## src/sensor_regs_pkg.sv

```systemverilog
package sensor_regs_pkg;

    localparam logic [7:0] STATUS_ADDR    = 8'h00;
    localparam logic [7:0] ACC_X_MSB_ADDR = 8'h01;
    localparam logic [7:0] ACC_Z_LSB_ADDR = 8'h06;
    localparam logic [7:0] IDENT_ADDR     = 8'h0d;
    localparam logic [7:0] DATA_CFG_ADDR  = 8'h0e;
    localparam logic [7:0] CTRL1_ADDR     = 8'h2a;
    localparam logic [7:0] MAG_X_MSB_ADDR = 8'h33;
    localparam logic [7:0] MAG_Z_LSB_ADDR = 8'h38;
    localparam logic [7:0] MCTRL1_ADDR    = 8'h5b;
    localparam logic [7:0] MCTRL2_ADDR    = 8'h5c;

    // arbitrary neutral value
    localparam logic [7:0] IDENT_VALUE    = 8'h5a;

    localparam logic [7:0] CTRL1_RESET    = 8'h00;
    localparam logic [7:0] MCTRL1_RESET   = 8'h00;
    localparam logic [7:0] MCTRL2_RESET   = 8'h00;
    localparam logic [7:0] DATA_CFG_RESET = 8'h00;

    localparam int CTRL1_ACTIVE_BIT = 0;
    localparam int CTRL1_FREAD_BIT  = 1;
    localparam int CTRL1_LNOISE_BIT = 2;
    localparam int CTRL1_RATE_LSB   = 3;
    localparam int CTRL1_ASLP_LSB   = 6;
    localparam int MCTRL1_HMS_LSB   = 0;
    localparam int MCTRL1_OS_LSB    = 2;
    localparam int MCTRL1_OST_BIT   = 5;
    localparam int MCTRL1_RST_BIT   = 6;
    localparam int MCTRL1_ACAL_BIT  = 7;
    localparam int MCTRL2_CNT_LSB   = 0;
    localparam int MCTRL2_MMRST_BIT = 2;
    localparam int MCTRL2_MMTHS_BIT = 3;
    localparam int MCTRL2_MMDIS_BIT = 4;
    localparam int MCTRL2_HYB_BIT   = 5;
    localparam int DCFG_SCALE_LSB   = 0;
    localparam int DCFG_HPF_BIT     = 4;
    localparam logic [7:0] DCFG_SCALE_MASK = 8'h03;

    localparam logic [1:0] FIFO_MODE_OFF = 2'b00;
    localparam int ACC_PAD = 2;

endpackage : sensor_regs_pkg
```

## src/motion_sensor_status_readout.sv

```systemverilog
`timescale 1ns/1ps
module motion_sensor_status_readout
    import sensor_regs_pkg::*;
(
    input  wire logic        mclk,              // 40 MHz clock
    input  wire logic        reset,             // sync, active high
    input  wire logic        port_is_spi,       // 1: spi port, 0: i2c
    input  wire logic        addr_load,         // pulse: load pointer
    input  wire logic [7:0]  addr_value,        // pointer value to load
    input  wire logic        wr_req,            // pulse: write byte at pointer
    input  wire logic [7:0]  wr_data,           // byte to write
    input  wire logic        rd_req,            // read byte at pointer
    input  wire logic        stop_seen,         // pulse: i2c stop condition
    output logic             rd_ready,          // read request can be taken
    output logic             rd_valid,          // read byte available
    output logic [7:0]       rd_data,           // read byte
    input  wire logic        rd_accept,         // host takes read byte
    input  wire logic [1:0]  fifo_mode,         // fifo operating mode
    input  wire logic [7:0]  fifo_status,       // fifo status byte
    input  wire logic [2:0]  acc_sample_valid,  // pulse per axis: z,y,x
    input  wire logic [13:0] acc_x,             // x acceleration sample
    input  wire logic [13:0] acc_y,             // y acceleration sample
    input  wire logic [13:0] acc_z,             // z acceleration sample
    input  wire logic        mag_sample_valid,  // pulse: new magnetic set
    input  wire logic [15:0] mag_x,             // x magnetic sample
    input  wire logic [15:0] mag_y,             // y magnetic sample
    input  wire logic [15:0] mag_z,             // z magnetic sample
    output logic             active,            // sampling enabled
    output logic [2:0]       output_rate_select,// output data rate
    output logic [1:0]       sleep_rate,        // sleep-state rate
    output logic             low_noise,         // low-noise mode
    output logic             fast_read,         // 8-bit read mode
    output logic [1:0]       sensor_select,     // 11 hybrid
    output logic [2:0]       magnetic_oversample_ratio, // oversampling
    output logic             auto_cal,          // auto calibration
    output logic             mag_reset_pulse,   // one-shot magnetic reset
    output logic             mag_oneshot_pulse, // one-shot measurement
    output logic             hyb_autoinc,       // magnetic after accel
    output logic             maxmin_disable,    // min/max latching off
    output logic             maxmin_ths_disable,// threshold variant off
    output logic             maxmin_reset,      // reset min/max
    output logic [1:0]       mag_reset_count,   // magnetic reset interval
    output logic [1:0]       full_scale_select, // accel full scale
    output logic             hpf_out            // high-pass data to outputs
);

    logic [7:0]  ptr_q;
    logic [7:0]  ptr_d;
    logic [7:0]  accel_control_first_q;
    logic [7:0]  magnetic_control_first_q;
    logic [7:0]  magnetic_control_second_q;
    logic [7:0]  accel_data_config_q;
    logic [2:0]  rdy_q;
    logic [2:0]  ow_q;
    logic        zyxdr_q;
    logic        zyxow_q;
    logic [2:0]  seen_q;
    logic [15:0] acc_q [3];
    logic [15:0] mag_q [3];
    logic [7:0]  lsb_q [6];
    logic        out_valid_q;
    logic [7:0]  out_data_q;
    logic        spare_valid_q;
    logic [7:0]  spare_data_q;
    logic        room_q;
    logic        mrst_q;
    logic        most_q;

    wire        is_active  = accel_control_first_q[CTRL1_ACTIVE_BIT];
    wire        hyb_on     = magnetic_control_second_q[MCTRL2_HYB_BIT];
    wire        fread_on   = accel_control_first_q[CTRL1_FREAD_BIT];
    wire        rd_take    = rd_req && !spare_valid_q;
    wire        wr_take    = wr_req && !addr_load;
    wire        access     = rd_take || wr_take;
    wire        ctrl1_wr   = wr_take && ptr_q == CTRL1_ADDR;
    wire        mctrl1_wr  = wr_take && ptr_q == MCTRL1_ADDR;
    wire        mctrl2_wr  = wr_take && ptr_q == MCTRL2_ADDR;
    wire        dcfg_wr    = wr_take && ptr_q == DATA_CFG_ADDR;
    // entering standby clears all stale status
    wire        to_standby = ctrl1_wr && is_active
                             && !wr_data[CTRL1_ACTIVE_BIT];
    wire [13:0] acc_in [3];
    wire [15:0] mag_in [3];
    wire [2:0]  msb_rd;
    wire [2:0]  new_ow;
    wire [2:0]  sample;
    wire        all_seen;
    wire        any_sample;
    wire [7:0]  status_byte;
    wire [7:0]  alias_byte;
    wire [7:0]  data_byte;
    wire [7:0]  rd_byte;
    wire        acc_hit;
    wire        mag_hit;
    wire [7:0]  acc_off;
    wire [7:0]  mag_off;
    wire [7:0]  ptr_inc;

    assign acc_in[0] = acc_x;
    assign acc_in[1] = acc_y;
    assign acc_in[2] = acc_z;
    assign mag_in[0] = mag_x;
    assign mag_in[1] = mag_y;
    assign mag_in[2] = mag_z;

    // samples are ignored in standby so flags stay clear there
    assign sample = acc_sample_valid & {3{is_active}};

    genvar i;
    generate
        for (i = 0; i < 3; i++)
        begin : g_axis
            // a taken read at this axis' high-byte address
            assign msb_rd[i] = rd_take
                && ptr_q == ACC_X_MSB_ADDR + 8'(2 * i);
            assign new_ow[i] = sample[i] && rdy_q[i];

            always_ff @(posedge mclk)
            begin
                if (reset || to_standby)
                begin
                    rdy_q[i] <= 1'b0;
                    ow_q[i] <= 1'b0;
                end
                else
                begin
                    // a new sample in the clearing cycle still wins
                    rdy_q[i] <= sample[i]
                        || (rdy_q[i] && !msb_rd[i]);
                    ow_q[i] <= new_ow[i]
                        || (ow_q[i] && !msb_rd[i]);
                end
            end

            // left justified 14-bit accel data
            always_ff @(posedge mclk)
            begin
                if (reset)
                    acc_q[i] <= 16'h0000;
                else if (sample[i])
                    acc_q[i] <= {acc_in[i], {ACC_PAD{1'b0}}};
            end

            always_ff @(posedge mclk)
            begin
                if (reset)
                    mag_q[i] <= 16'h0000;
                else if (mag_sample_valid && is_active)
                    mag_q[i] <= mag_in[i];
            end

            // low byte frozen at high-byte read so the pair is coherent
            always_ff @(posedge mclk)
            begin
                if (reset)
                begin
                    lsb_q[i]     <= 8'h00;
                    lsb_q[i + 3] <= 8'h00;
                end
                else
                begin
                    if (msb_rd[i])
                        lsb_q[i] <= acc_q[i][7:0];
                    if (rd_take
                        && ptr_q == MAG_X_MSB_ADDR + 8'(2 * i))
                        lsb_q[i + 3] <= mag_q[i][7:0];
                end
            end
        end
    endgenerate

    assign any_sample = |sample;
    // seen_q: high bytes read since the last combined clear
    assign all_seen   = &(seen_q | msb_rd);

    always_ff @(posedge mclk)
    begin
        if (reset || to_standby)
        begin
            zyxdr_q <= 1'b0;
            zyxow_q <= 1'b0;
            seen_q  <= 3'b000;
        end
        else
        begin
            // set wins over the all-read clear
            zyxdr_q <= any_sample
                || (zyxdr_q && !all_seen);
            zyxow_q <= (any_sample && zyxdr_q)
                || (zyxow_q && !all_seen);
            seen_q  <= all_seen ? 3'b000 : (seen_q | msb_rd);
        end
    end

    assign status_byte = {zyxow_q, ow_q[2], ow_q[1], ow_q[0],
                          zyxdr_q, rdy_q[2], rdy_q[1], rdy_q[0]};
    assign alias_byte  = (fifo_mode == FIFO_MODE_OFF)
                         ? status_byte : fifo_status;

    assign acc_hit = ptr_q >= ACC_X_MSB_ADDR && ptr_q <= ACC_Z_LSB_ADDR;
    assign mag_hit = ptr_q >= MAG_X_MSB_ADDR && ptr_q <= MAG_Z_LSB_ADDR;
    assign acc_off = ptr_q - ACC_X_MSB_ADDR;
    assign mag_off = ptr_q - MAG_X_MSB_ADDR;

    // high byte live, low byte from the snapshot
    assign data_byte =
        acc_hit ? (acc_off[0] ? lsb_q[acc_off[2:1]]
                              : acc_q[acc_off[2:1]][15:8])
      : mag_hit ? (mag_off[0] ? lsb_q[3 + mag_off[2:1]]
                              : mag_q[mag_off[2:1]][15:8])
      : 8'h00;

    // unmapped addresses read back as zero
    assign rd_byte =
        ptr_q == STATUS_ADDR   ? alias_byte
      : ptr_q == CTRL1_ADDR    ? accel_control_first_q
      : ptr_q == MCTRL1_ADDR   ? magnetic_control_first_q
      : ptr_q == MCTRL2_ADDR   ? magnetic_control_second_q
      : ptr_q == DATA_CFG_ADDR ? accel_data_config_q
      : ptr_q == IDENT_ADDR    ? IDENT_VALUE
      : data_byte;

    // status alias runs straight into the sample bytes
    assign ptr_inc =
        (fread_on && acc_hit && !acc_off[0]
            && ptr_q != ACC_Z_LSB_ADDR - 8'h01)
            ? ptr_q + 8'h02
      : (fread_on && ptr_q == ACC_Z_LSB_ADDR - 8'h01)
            ? (hyb_on ? MAG_X_MSB_ADDR : STATUS_ADDR)
      : (hyb_on && ptr_q == ACC_Z_LSB_ADDR) ? MAG_X_MSB_ADDR
      : (hyb_on && ptr_q == MAG_Z_LSB_ADDR) ? STATUS_ADDR
      : ptr_q + 8'h01;

    // a pointer load outranks the stop return
    assign ptr_d =
        addr_load                   ? addr_value
      : (stop_seen && !port_is_spi) ? STATUS_ADDR
      : access                      ? ptr_inc
      : ptr_q;

    always_ff @(posedge mclk)
    begin
        if (reset)
            ptr_q <= STATUS_ADDR;
        else
            ptr_q <= ptr_d;
    end

    // active may be dropped at any time; the rest only from standby
    always_ff @(posedge mclk)
    begin
        if (reset)
            accel_control_first_q <= CTRL1_RESET;
        else if (ctrl1_wr && !is_active)
            accel_control_first_q <= wr_data;
        else if (ctrl1_wr)
            accel_control_first_q[CTRL1_ACTIVE_BIT]
                <= wr_data[CTRL1_ACTIVE_BIT];
    end

    // one-shot bits never store; they fire a single-cycle pulse
    always_ff @(posedge mclk)
    begin
        if (reset)
        begin
            magnetic_control_first_q <= MCTRL1_RESET;
            mrst_q                   <= 1'b0;
            most_q                   <= 1'b0;
        end
        else
        begin
            mrst_q <= mctrl1_wr && !is_active
                      && wr_data[MCTRL1_RST_BIT];
            most_q <= mctrl1_wr && !is_active
                      && wr_data[MCTRL1_OST_BIT];
            if (mctrl1_wr && !is_active)
            begin
                magnetic_control_first_q <= wr_data;
                magnetic_control_first_q[MCTRL1_RST_BIT] <= 1'b0;
                magnetic_control_first_q[MCTRL1_OST_BIT] <= 1'b0;
            end
        end
    end

    always_ff @(posedge mclk)
    begin
        if (reset)
            magnetic_control_second_q <= MCTRL2_RESET;
        else if (mctrl2_wr && !is_active)
            magnetic_control_second_q <= wr_data;
    end

    // full scale may change while active, other fields may not
    always_ff @(posedge mclk)
    begin
        if (reset)
            accel_data_config_q <= DATA_CFG_RESET;
        else if (dcfg_wr && !is_active)
            accel_data_config_q <= wr_data;
        else if (dcfg_wr)
            accel_data_config_q <= (accel_data_config_q & ~DCFG_SCALE_MASK)
                | (wr_data & DCFG_SCALE_MASK);
    end

    // two-entry skid buffer: host stall never drops a byte
    wire take_out = !out_valid_q || rd_accept;

    always_ff @(posedge mclk)
    begin
        if (reset)
        begin
            out_valid_q   <= 1'b0;
            spare_valid_q <= 1'b0;
            room_q        <= 1'b1;
        end
        // ready has its own flop, always the mirror of an empty spare
        else if (take_out)
        begin
            out_valid_q   <= spare_valid_q || rd_take;
            spare_valid_q <= spare_valid_q && rd_take;
            room_q        <= !(spare_valid_q && rd_take);
        end
        else if (rd_take)
        begin
            spare_valid_q <= 1'b1;
            room_q        <= 1'b0;
        end
    end

    always_ff @(posedge mclk)
    begin
        if (reset)
        begin
            out_data_q   <= 8'h00;
            spare_data_q <= 8'h00;
        end
        else
        begin
            if (take_out)
                out_data_q <= spare_valid_q ? spare_data_q : rd_byte;
            if (rd_take && (spare_valid_q || !take_out))
                spare_data_q <= rd_byte;
        end
    end

    assign rd_ready    = room_q;
    assign rd_valid    = out_valid_q;
    assign rd_data     = out_data_q;

    assign active             = accel_control_first_q[CTRL1_ACTIVE_BIT];
    assign output_rate_select =
        accel_control_first_q[CTRL1_RATE_LSB +: 3];
    assign sleep_rate         = accel_control_first_q[CTRL1_ASLP_LSB +: 2];
    assign low_noise          =
        accel_control_first_q[CTRL1_LNOISE_BIT];
    assign fast_read          = accel_control_first_q[CTRL1_FREAD_BIT];
    assign sensor_select      =
        magnetic_control_first_q[MCTRL1_HMS_LSB +: 2];
    assign magnetic_oversample_ratio =
        magnetic_control_first_q[MCTRL1_OS_LSB +: 3];
    assign auto_cal           = magnetic_control_first_q[MCTRL1_ACAL_BIT];
    assign mag_reset_pulse    = mrst_q;
    assign mag_oneshot_pulse  = most_q;
    assign hyb_autoinc        = magnetic_control_second_q[MCTRL2_HYB_BIT];
    assign maxmin_disable     = magnetic_control_second_q[MCTRL2_MMDIS_BIT];
    assign maxmin_ths_disable = magnetic_control_second_q[MCTRL2_MMTHS_BIT];
    assign maxmin_reset       = magnetic_control_second_q[MCTRL2_MMRST_BIT];
    assign mag_reset_count    =
        magnetic_control_second_q[MCTRL2_CNT_LSB +: 2];
    assign full_scale_select  = accel_data_config_q[DCFG_SCALE_LSB +: 2];
    assign hpf_out            = accel_data_config_q[DCFG_HPF_BIT];

endmodule : motion_sensor_status_readout

```

## config.mk

```make
export PLATFORM = sky130hd
export DESIGN_NAME = motion_sensor_status_readout
export DESIGN_NICKNAME = d
export VERILOG_FILES = /design/src/sensor_regs_pkg.sv /design/src/motion_sensor_status_readout.sv
export SDC_FILE = /design/constraint.sdc
export NUM_CORES = 1
export LEC_CHECK = 0
export ABC_CLOCK_PERIOD_IN_PS = 5600
export BUFFER_PORTS_ARGS = -buffer_cell sky130_fd_sc_hd__buf_4
export CAP_MARGIN = 25
export CELL_PAD_IN_SITES_DETAIL_PLACEMENT = 2
export CELL_PAD_IN_SITES_GLOBAL_PLACEMENT = 2
export CORE_MARGIN = 4
export CORE_UTILIZATION = 39
export DETAILED_ROUTE_END_ITERATION = 10
export GPL_ROUTABILITY_DRIVEN = 0
export PLACE_DENSITY = 0.93
export SYNTH_ARGS = -nofsm -noshare
export SYNTH_HDL_FRONTEND = slang
export SYNTH_SLANG_ARGS = --single-unit
```

## constraint.sdc

```tcl
create_clock -name mclk -period 5.6 [get_ports mclk]
set_input_delay 1.4 -clock mclk [delete_from_list [all_inputs] [get_ports mclk]]
set_output_delay 1.4 -clock mclk [all_outputs]
set_load 0.005 [all_outputs]
```

=== Word-level counts from Yosys, hierarchy flattened ===
Memories as Yosys holds them, arrays and structs flattened.
Cells that the tools add are included.

* Bits of input ports: 128
* Flip-flop bits (word level): 70
* Output and inout bits: 35
* RAM bits: 138
* Word-level logic and storage cells: 214
* Memories kept: 3

* Add/sub/neg operators: 5
* Muxes and demuxes: 72
* Reduce and logical (&&, ||, !) cells: 79
* Equal/unequal tests: 14
* Bitwise gates (word level): 15
* $lt $le $gt $ge: 4

{| class="wikitable"
|+ Memories
! name !! depth !! bits a word !! read ports !! clocked after Yosys merged registers in !! write ports !! RTL line !! text
|-
| lsb_q || 6 || 8 || 2 || 0 || 6 || motion_sensor_status_readout.sv:60 || <nowiki>logic [7:0] lsb_q [6];</nowiki>
|-
| mag_q || 3 || 16 || 4 || 0 || 3 || motion_sensor_status_readout.sv:59 || <nowiki>logic [15:0] mag_q [3];</nowiki>
|-
| acc_q || 3 || 14 || 4 || 0 || 3 || motion_sensor_status_readout.sv:58 || <nowiki>logic [15:0] acc_q [3];</nowiki>
|}

{| class="wikitable"
|+ Operators by type and width
! kind !! number
|-
| 8-bit two-way mux || 27
|-
| 16-bit two-way mux || 3
|-
| 1-bit logical AND || 44
|-
| 14-bit two-way mux || 3
|-
| 8-bit by 6-bit equality test with 1-bit output, second input constant || 5
|-
| 1-bit two-way mux || 38
|-
| 8-bit by 3-bit equality test with 1-bit output, second input constant || 2
|-
| 8-bit by 4-bit equality test with 1-bit output, second input constant || 2
|-
| 8-bit by 7-bit equality test with 1-bit output, second input constant || 2
|-
| 1-bit logical NOT || 13
|-
| 1-bit logical OR || 13
|-
| 1-bit bitwise OR || 12
|-
| 8-bit by 1-bit adder with 8-bit output, second input constant || 1
|-
| 8-bit by 2-bit adder with 8-bit output, second input constant || 1
|-
| 8-bit by 1-bit equality test with 1-bit output, second input constant || 1
|-
| 8-bit by 2-bit equality test with 1-bit output, second input constant || 1
|-
| 8-bit by 1-bit greater-or-equal comparator with 1-bit output, second input constant || 1
|-
| 8-bit by 6-bit greater-or-equal comparator with 1-bit output, second input constant || 1
|-
| 8-bit by 3-bit <= comparator with 1-bit output, second input constant || 1
|-
| 8-bit by 6-bit <= comparator with 1-bit output, second input constant || 1
|-
| 8-bit logical NOT || 1
|-
| 8-bit by 3-bit != test with 1-bit output, second input constant || 1
|-
| 8-bit by 2-bit bitwise OR with 8-bit output || 1
|-
| 6-bit two-way mux || 1
|-
| other kinds (11) || 13
|}

=== Logic depth before layout (Yosys ltp) ===
An unclocked memory read counts as a cell.

* Depth in word-level cells: 13
* Depth in mapped cells: 13
* Mapped depth without buffers: 8

=== Worst setup path before layout ===
Ideal clock, no wire load.

* Path type: input to register
* Start point: input port reset
* End point: memory mag_q[0][0], enable pin
* Cell stages on the path: 4
* Setup slack: 1.681 ns
* Arrival: 3.506 ns
* Required time: 5.187 ns
* Path buffers: 3
* Library setup time: 0.413 ns
* Cell sequence: clkbuf_1 buf_1 clkbuf_1 nand2b_1

{| class="wikitable"
|+ RTL lines
! what !! RTL line !! text
|-
| start, declared || motion_sensor_status_readout.sv:6 || <nowiki>input wire logic reset,</nowiki>
|-
| end, declared || motion_sensor_status_readout.sv:59 ||
|}

=== Final worst setup path ===
* Start point: register ptr_q[0]
* End point: register spare_data_q[2]

* Cells in the longest elaborated chain, start to end: 12
* Elaborated cells between the ends (all ways): 28
* Those cells by class: add/sub: 3; order compare: 4; eq/ne: 5; mux: 10; reduce/logical: 3; memory: 3

{| class="wikitable"
|+ RTL lines
! what !! RTL line !! text
|-
| start, declared || motion_sensor_status_readout.sv:47 || <nowiki>logic [7:0] ptr_q;</nowiki>
|-
| start signal, assigned || motion_sensor_status_readout.sv:246 || <nowiki>ptr_q <= ptr_d;</nowiki>
|-
| 3-bit by 2-bit subtractor with 3-bit output || motion_sensor_status_readout.sv:203 || <nowiki>assign mag_off = ptr_q - MAG_X_MSB_ADDR;</nowiki>
|-
| 2-bit by 2-bit adder with 3-bit output || motion_sensor_status_readout.sv:209 || <nowiki>: mag_hit ? (mag_off[0] ? lsb_q[3 + mag_off[2:1]]</nowiki>
|-
| memory read 6 x 8 bit || -- ||
|-
| 8-bit two-way mux (2 in a row) || motion_sensor_status_readout.sv:209 ||
|-
| 8-bit two-way mux || motion_sensor_status_readout.sv:207 || <nowiki>acc_hit ? (acc_off[0] ? lsb_q[acc_off[2:1]]</nowiki>
|-
| 8-bit two-way mux || motion_sensor_status_readout.sv:220 || <nowiki>: ptr_q == IDENT_ADDR ? IDENT_VALUE</nowiki>
|-
| 8-bit two-way mux || motion_sensor_status_readout.sv:219 || <nowiki>: ptr_q == DATA_CFG_ADDR ? accel_data_config_q</nowiki>
|-
| 8-bit two-way mux || motion_sensor_status_readout.sv:218 || <nowiki>: ptr_q == MCTRL2_ADDR ? magnetic_control_second_q</nowiki>
|-
| 8-bit two-way mux || motion_sensor_status_readout.sv:217 || <nowiki>: ptr_q == MCTRL1_ADDR ? magnetic_control_first_q</nowiki>
|-
| 8-bit two-way mux || motion_sensor_status_readout.sv:216 || <nowiki>: ptr_q == CTRL1_ADDR ? accel_control_first_q</nowiki>
|-
| 8-bit two-way mux * || motion_sensor_status_readout.sv:215 || <nowiki>ptr_q == STATUS_ADDR ? alias_byte</nowiki>
|-
| end signal, assigned || motion_sensor_status_readout.sv:342 || <nowiki>spare_data_q <= rd_byte;</nowiki>
|-
| end, declared || motion_sensor_status_readout.sv:64 || <nowiki>logic [7:0] spare_data_q;</nowiki>
|}

Mark *: on every way between the ends. The rest lies on a longest branch, timed or not.
A chain may end at the register's enable or synchronous reset.

==> summary.txt <==
Timing
  • Rel. slew slack: 0.258
  • RSZ-0062 raised after global routing: no
  • PnR worst setup slack: 1.75 ns
  • Final setup viols: 0
  • Final Hold Viols: 0
  • Achievable Freq: 260 MHz
  • Period Utilization, post-route: 0.687
  • Pin slew with the least headroom to its limit: 1.10 ns
  • Clk_skew: 0.0226 ns
  • Final Critical Period: 3.85 ns
  • TNS Setup: 0 ns
  • Hold Worst Slack: 0.456 ns
  • Max-slew violations: 0

Drt
  • Initial drt markers: 729
  • Drc violations: 0
  • Met3 wire length: 2070 µm
  • Final WL: 37700 µm
  • Wirelength per Cell: 27.2 µm
  • M1 WL: 15300 µm
  • Uppermost layer routed: met4
  • Via count: 8178
  • Vias per inst: 5.90
  • DRT antenna net count: 0
  • WL met2: 19000 µm
  • DR pass1 iterations: 5

Synthesis
  • Syn avg cell area: 10.7 µm²
  • Synth Cell Area: 9730 µm²
  • Number of synthesized flops with an enable pin: 132
  • Synthesized flop and latch total: 202
  • Fraction of registers with async set/reset: 0
  • Yosys warnings: 0
  • Seq/Total Area, Yosys: 0.551
  • Synth unique cells: 81
  • Mapped Cells: 908
  • Predominant post-synthesis flop cell: edfxtp_1
  • Mapped Nets: 1044

Clock network
  • CTS tree: done
  • CTS H-tree lvls: 1
  • CTS max path bufs: 3
  • CTS Sinks: 202
  • Post-CTS sizing: 0
  • Post-CTS Setup Inserts: 0
  • Root buf cell: clkbuf_16
  • TritonCTS buffer count: 23
  • Clk Latency, worst-skew pair: 0.53 ns
  • Clock slew at reported path FFs: 0.07 ns
  • CTS Hold Bufs: 0

Global route
  • Largest net degree at the start of global routing: 75
  • First-pass GRT wire length: 57100 µm
  • Gr ovfl total: 0
  • Initial antenna violation count: 0
  • Gr usage total: 0.264
  • Vias in the first global route: 8810

Status
  • Run status: completed

Setup path
  • Crit-path max FO: 30
  • CP max stage delay: 0.80 ns
  • Critical path's slowest cell: ha_1
  • Worst reg2reg setup slack: 1.75 ns
  • Worst Setup Start Kind: register
  • Crit path top cell by count: buf_4
  • Crit path DAT: 4.22 ns
  • Critical Path RT: 5.98 ns
  • Setup crit end kind: register
  • Worst-path cell chain: buf_4, clkinv_1, ha_1, buf_4, mux4_2, nor2_1, a211oi_1, nor4_1, o31ai_1
  • WS Path Type: reg -> reg

Final layout
  • Fin util: 0.487
  • Diode count: 0
  • Fillers: 2453
  • Layout Cells excl Fill: 1385
  • Post-route cell area: 11900 µm²
  • Layout cell share with drive strength beyond 1: 0.227
  • Final nets: 1180
  • Syn-to-layout area delta: 22.6%

Floorplanning
  • Core Rows: 57
  • Die X: 166 µm
  • Die area: 27500 µm²
  • Die height: 166 µm
  • # IOs: 163
  • Starting Density: 0.398
  • Core area: 24500 µm²

Hold path
  • Worst hold-check path type: reg -> reg

Pwr
  • Leakage: 4.71 nW
  • Post-layout total power: 3.63 mW
  • Max VDD drop: 0.340 mV
  • Power Dens Cells: 305 nW/µm²

Placed design
  • DP Area: 11200 µm²
  • HPWL after detailed placement: 26800 µm
  • Port-buffer cells: 162
  • Place WS: 1.90 ns
  • Placed cells: 1341

Flow run
  • Max_cap viols: 0
[area by class of cell]
class	instances	area [µm²]	share of cell area
well taps	324	405	0.0340
clock inverters	10	106	0.00892
multi-input cells	630	4040	0.339
clock buffers	32	629	0.0528
repair buffers	175	1330	0.112
inverters	12	45.0	0.00378
flip-flops and latches	202	5370	0.450
[cell usage after synthesis, types with 8 or more instances]
master	n	area [µm²]
dfxtp_1	70	1400
inv_1	11	41.3
clkbuf_1	34	128
nand2b_1	12	75.1
buf_4	8	60.1
nor2_1	51	191
nand3_1	42	210
and3_1	48	300
a21oi_1	56	280
and2_1	91	569
a211oi_1	12	90.1
nand2_1	87	327
mux2i_1	26	260
ha_1	8	100
nor2b_1	9	56.3
o211ai_1	9	67.6
o21ai_0	30	150
edfxtp_1	132	3960
or3_1	9	56.3
buf_2	17	85.1
[placed cells by master, fill, tap and decap left out, types with 4 or more instances in the layout]
master / netlist / layout
clkbuf_16: 0 / 23
nor3_1: 7 / 7
nor2b_1: 9 / 8
o211ai_1: 9 / 9
and3_1: 48 / 48
edfxtp_1: 132 / 132
and2_1: 91 / 91
mux2i_1: 26 / 26
dfxtp_1: 70 / 70
a22o_1: 6 / 6
a2111oi_0: 4 / 4
o21ai_0: 30 / 30
o22ai_1: 4 / 4
a32oi_1: 6 / 6
mux2_2: 6 / 6
a211oi_1: 12 / 12
a31oi_1: 5 / 5
ha_1: 8 / 8
nand2_1: 87 / 87
nor2_1: 51 / 50
a21o_1: 7 / 7
nand2b_1: 12 / 11
buf_4: 8 / 173
clkbuf_1: 34 / 7
o21a_1: 5 / 5
a22oi_1: 6 / 6
nand3_1: 42 / 42
or3_1: 9 / 9
mux4_2: 6 / 6
a21oi_1: 56 / 56
inv_1: 11 / 11
[worst max-delay path, delay by kind of cell (launching register included)]
kind            cells  cell delay (ns)
buf+inv             3             0.98
fa+ha+maj           1             0.80
simple gates        2             0.69
mux                 1             0.59
flops               1             0.32
compound gates      2             0.32
[logic make-up after synthesis]
| kind of cell | count (synthesis) | synth area share |
|---|---|---|
| xor gates and xnor gates | 5 | 0.00720 |
| buffers and inverters | 76 | 0.0354 |
| adders and majority gates | 8 | 0.0103 |
| and+or+nand+nor | 390 | 0.218 |
| DFF | 202 | 0.551 |
| muxes | 38 | 0.0476 |
| AOI/OAI and AO/OA | 189 | 0.130 |
[power breakdown]
| part | internal (mW) | total (mW) | switching, mW |
|---|---|---|---|
| Sequential | 1.63 | 1.67 | 0.0369 |
| Combinational | 0.180 | 0.450 | 0.270 |
| Clock | 0.879 | 1.51 | 0.635 |
| Total | 2.69 | 3.63 | 0.942 |
[per-layer routing]
| layer | global-route usage | vias up |
|---|---|---|
| li1 | - | 3615 |
| met1 | 0.336 | 4142 |
| met2 | 0.462 | 340 |
| met3 | 0.0381 | 81 |
| met4 | 0.0864 | 0 |
| met5 | 0 | - |
[path summary, 6_finish.rpt]
check / depth (start not counted) / from / end
setup reg to reg: 9 / ptr_q[0] / spare_data_q[2]
setup / recovery: 9 / ptr_q[0] / spare_data_q[2]
hold reg to reg: 2 / spare_data_q[0] / spare_data_q[0]
hold / removal: 2 / spare_data_q[0] / spare_data_q[0]
[registers in the layout, indices dropped and copies added (netlist names), 6 cells and up]
register,flops
mag_q,48
lsb_q,42
ptr_q,8
acc_q,42
rd_data,8
accel_control_first_q,8
magnetic_control_second_q,8
spare_data_q,8
magnetic_control_first_q,6
accel_data_config_q,8
(Power assumes the default switching activity.)
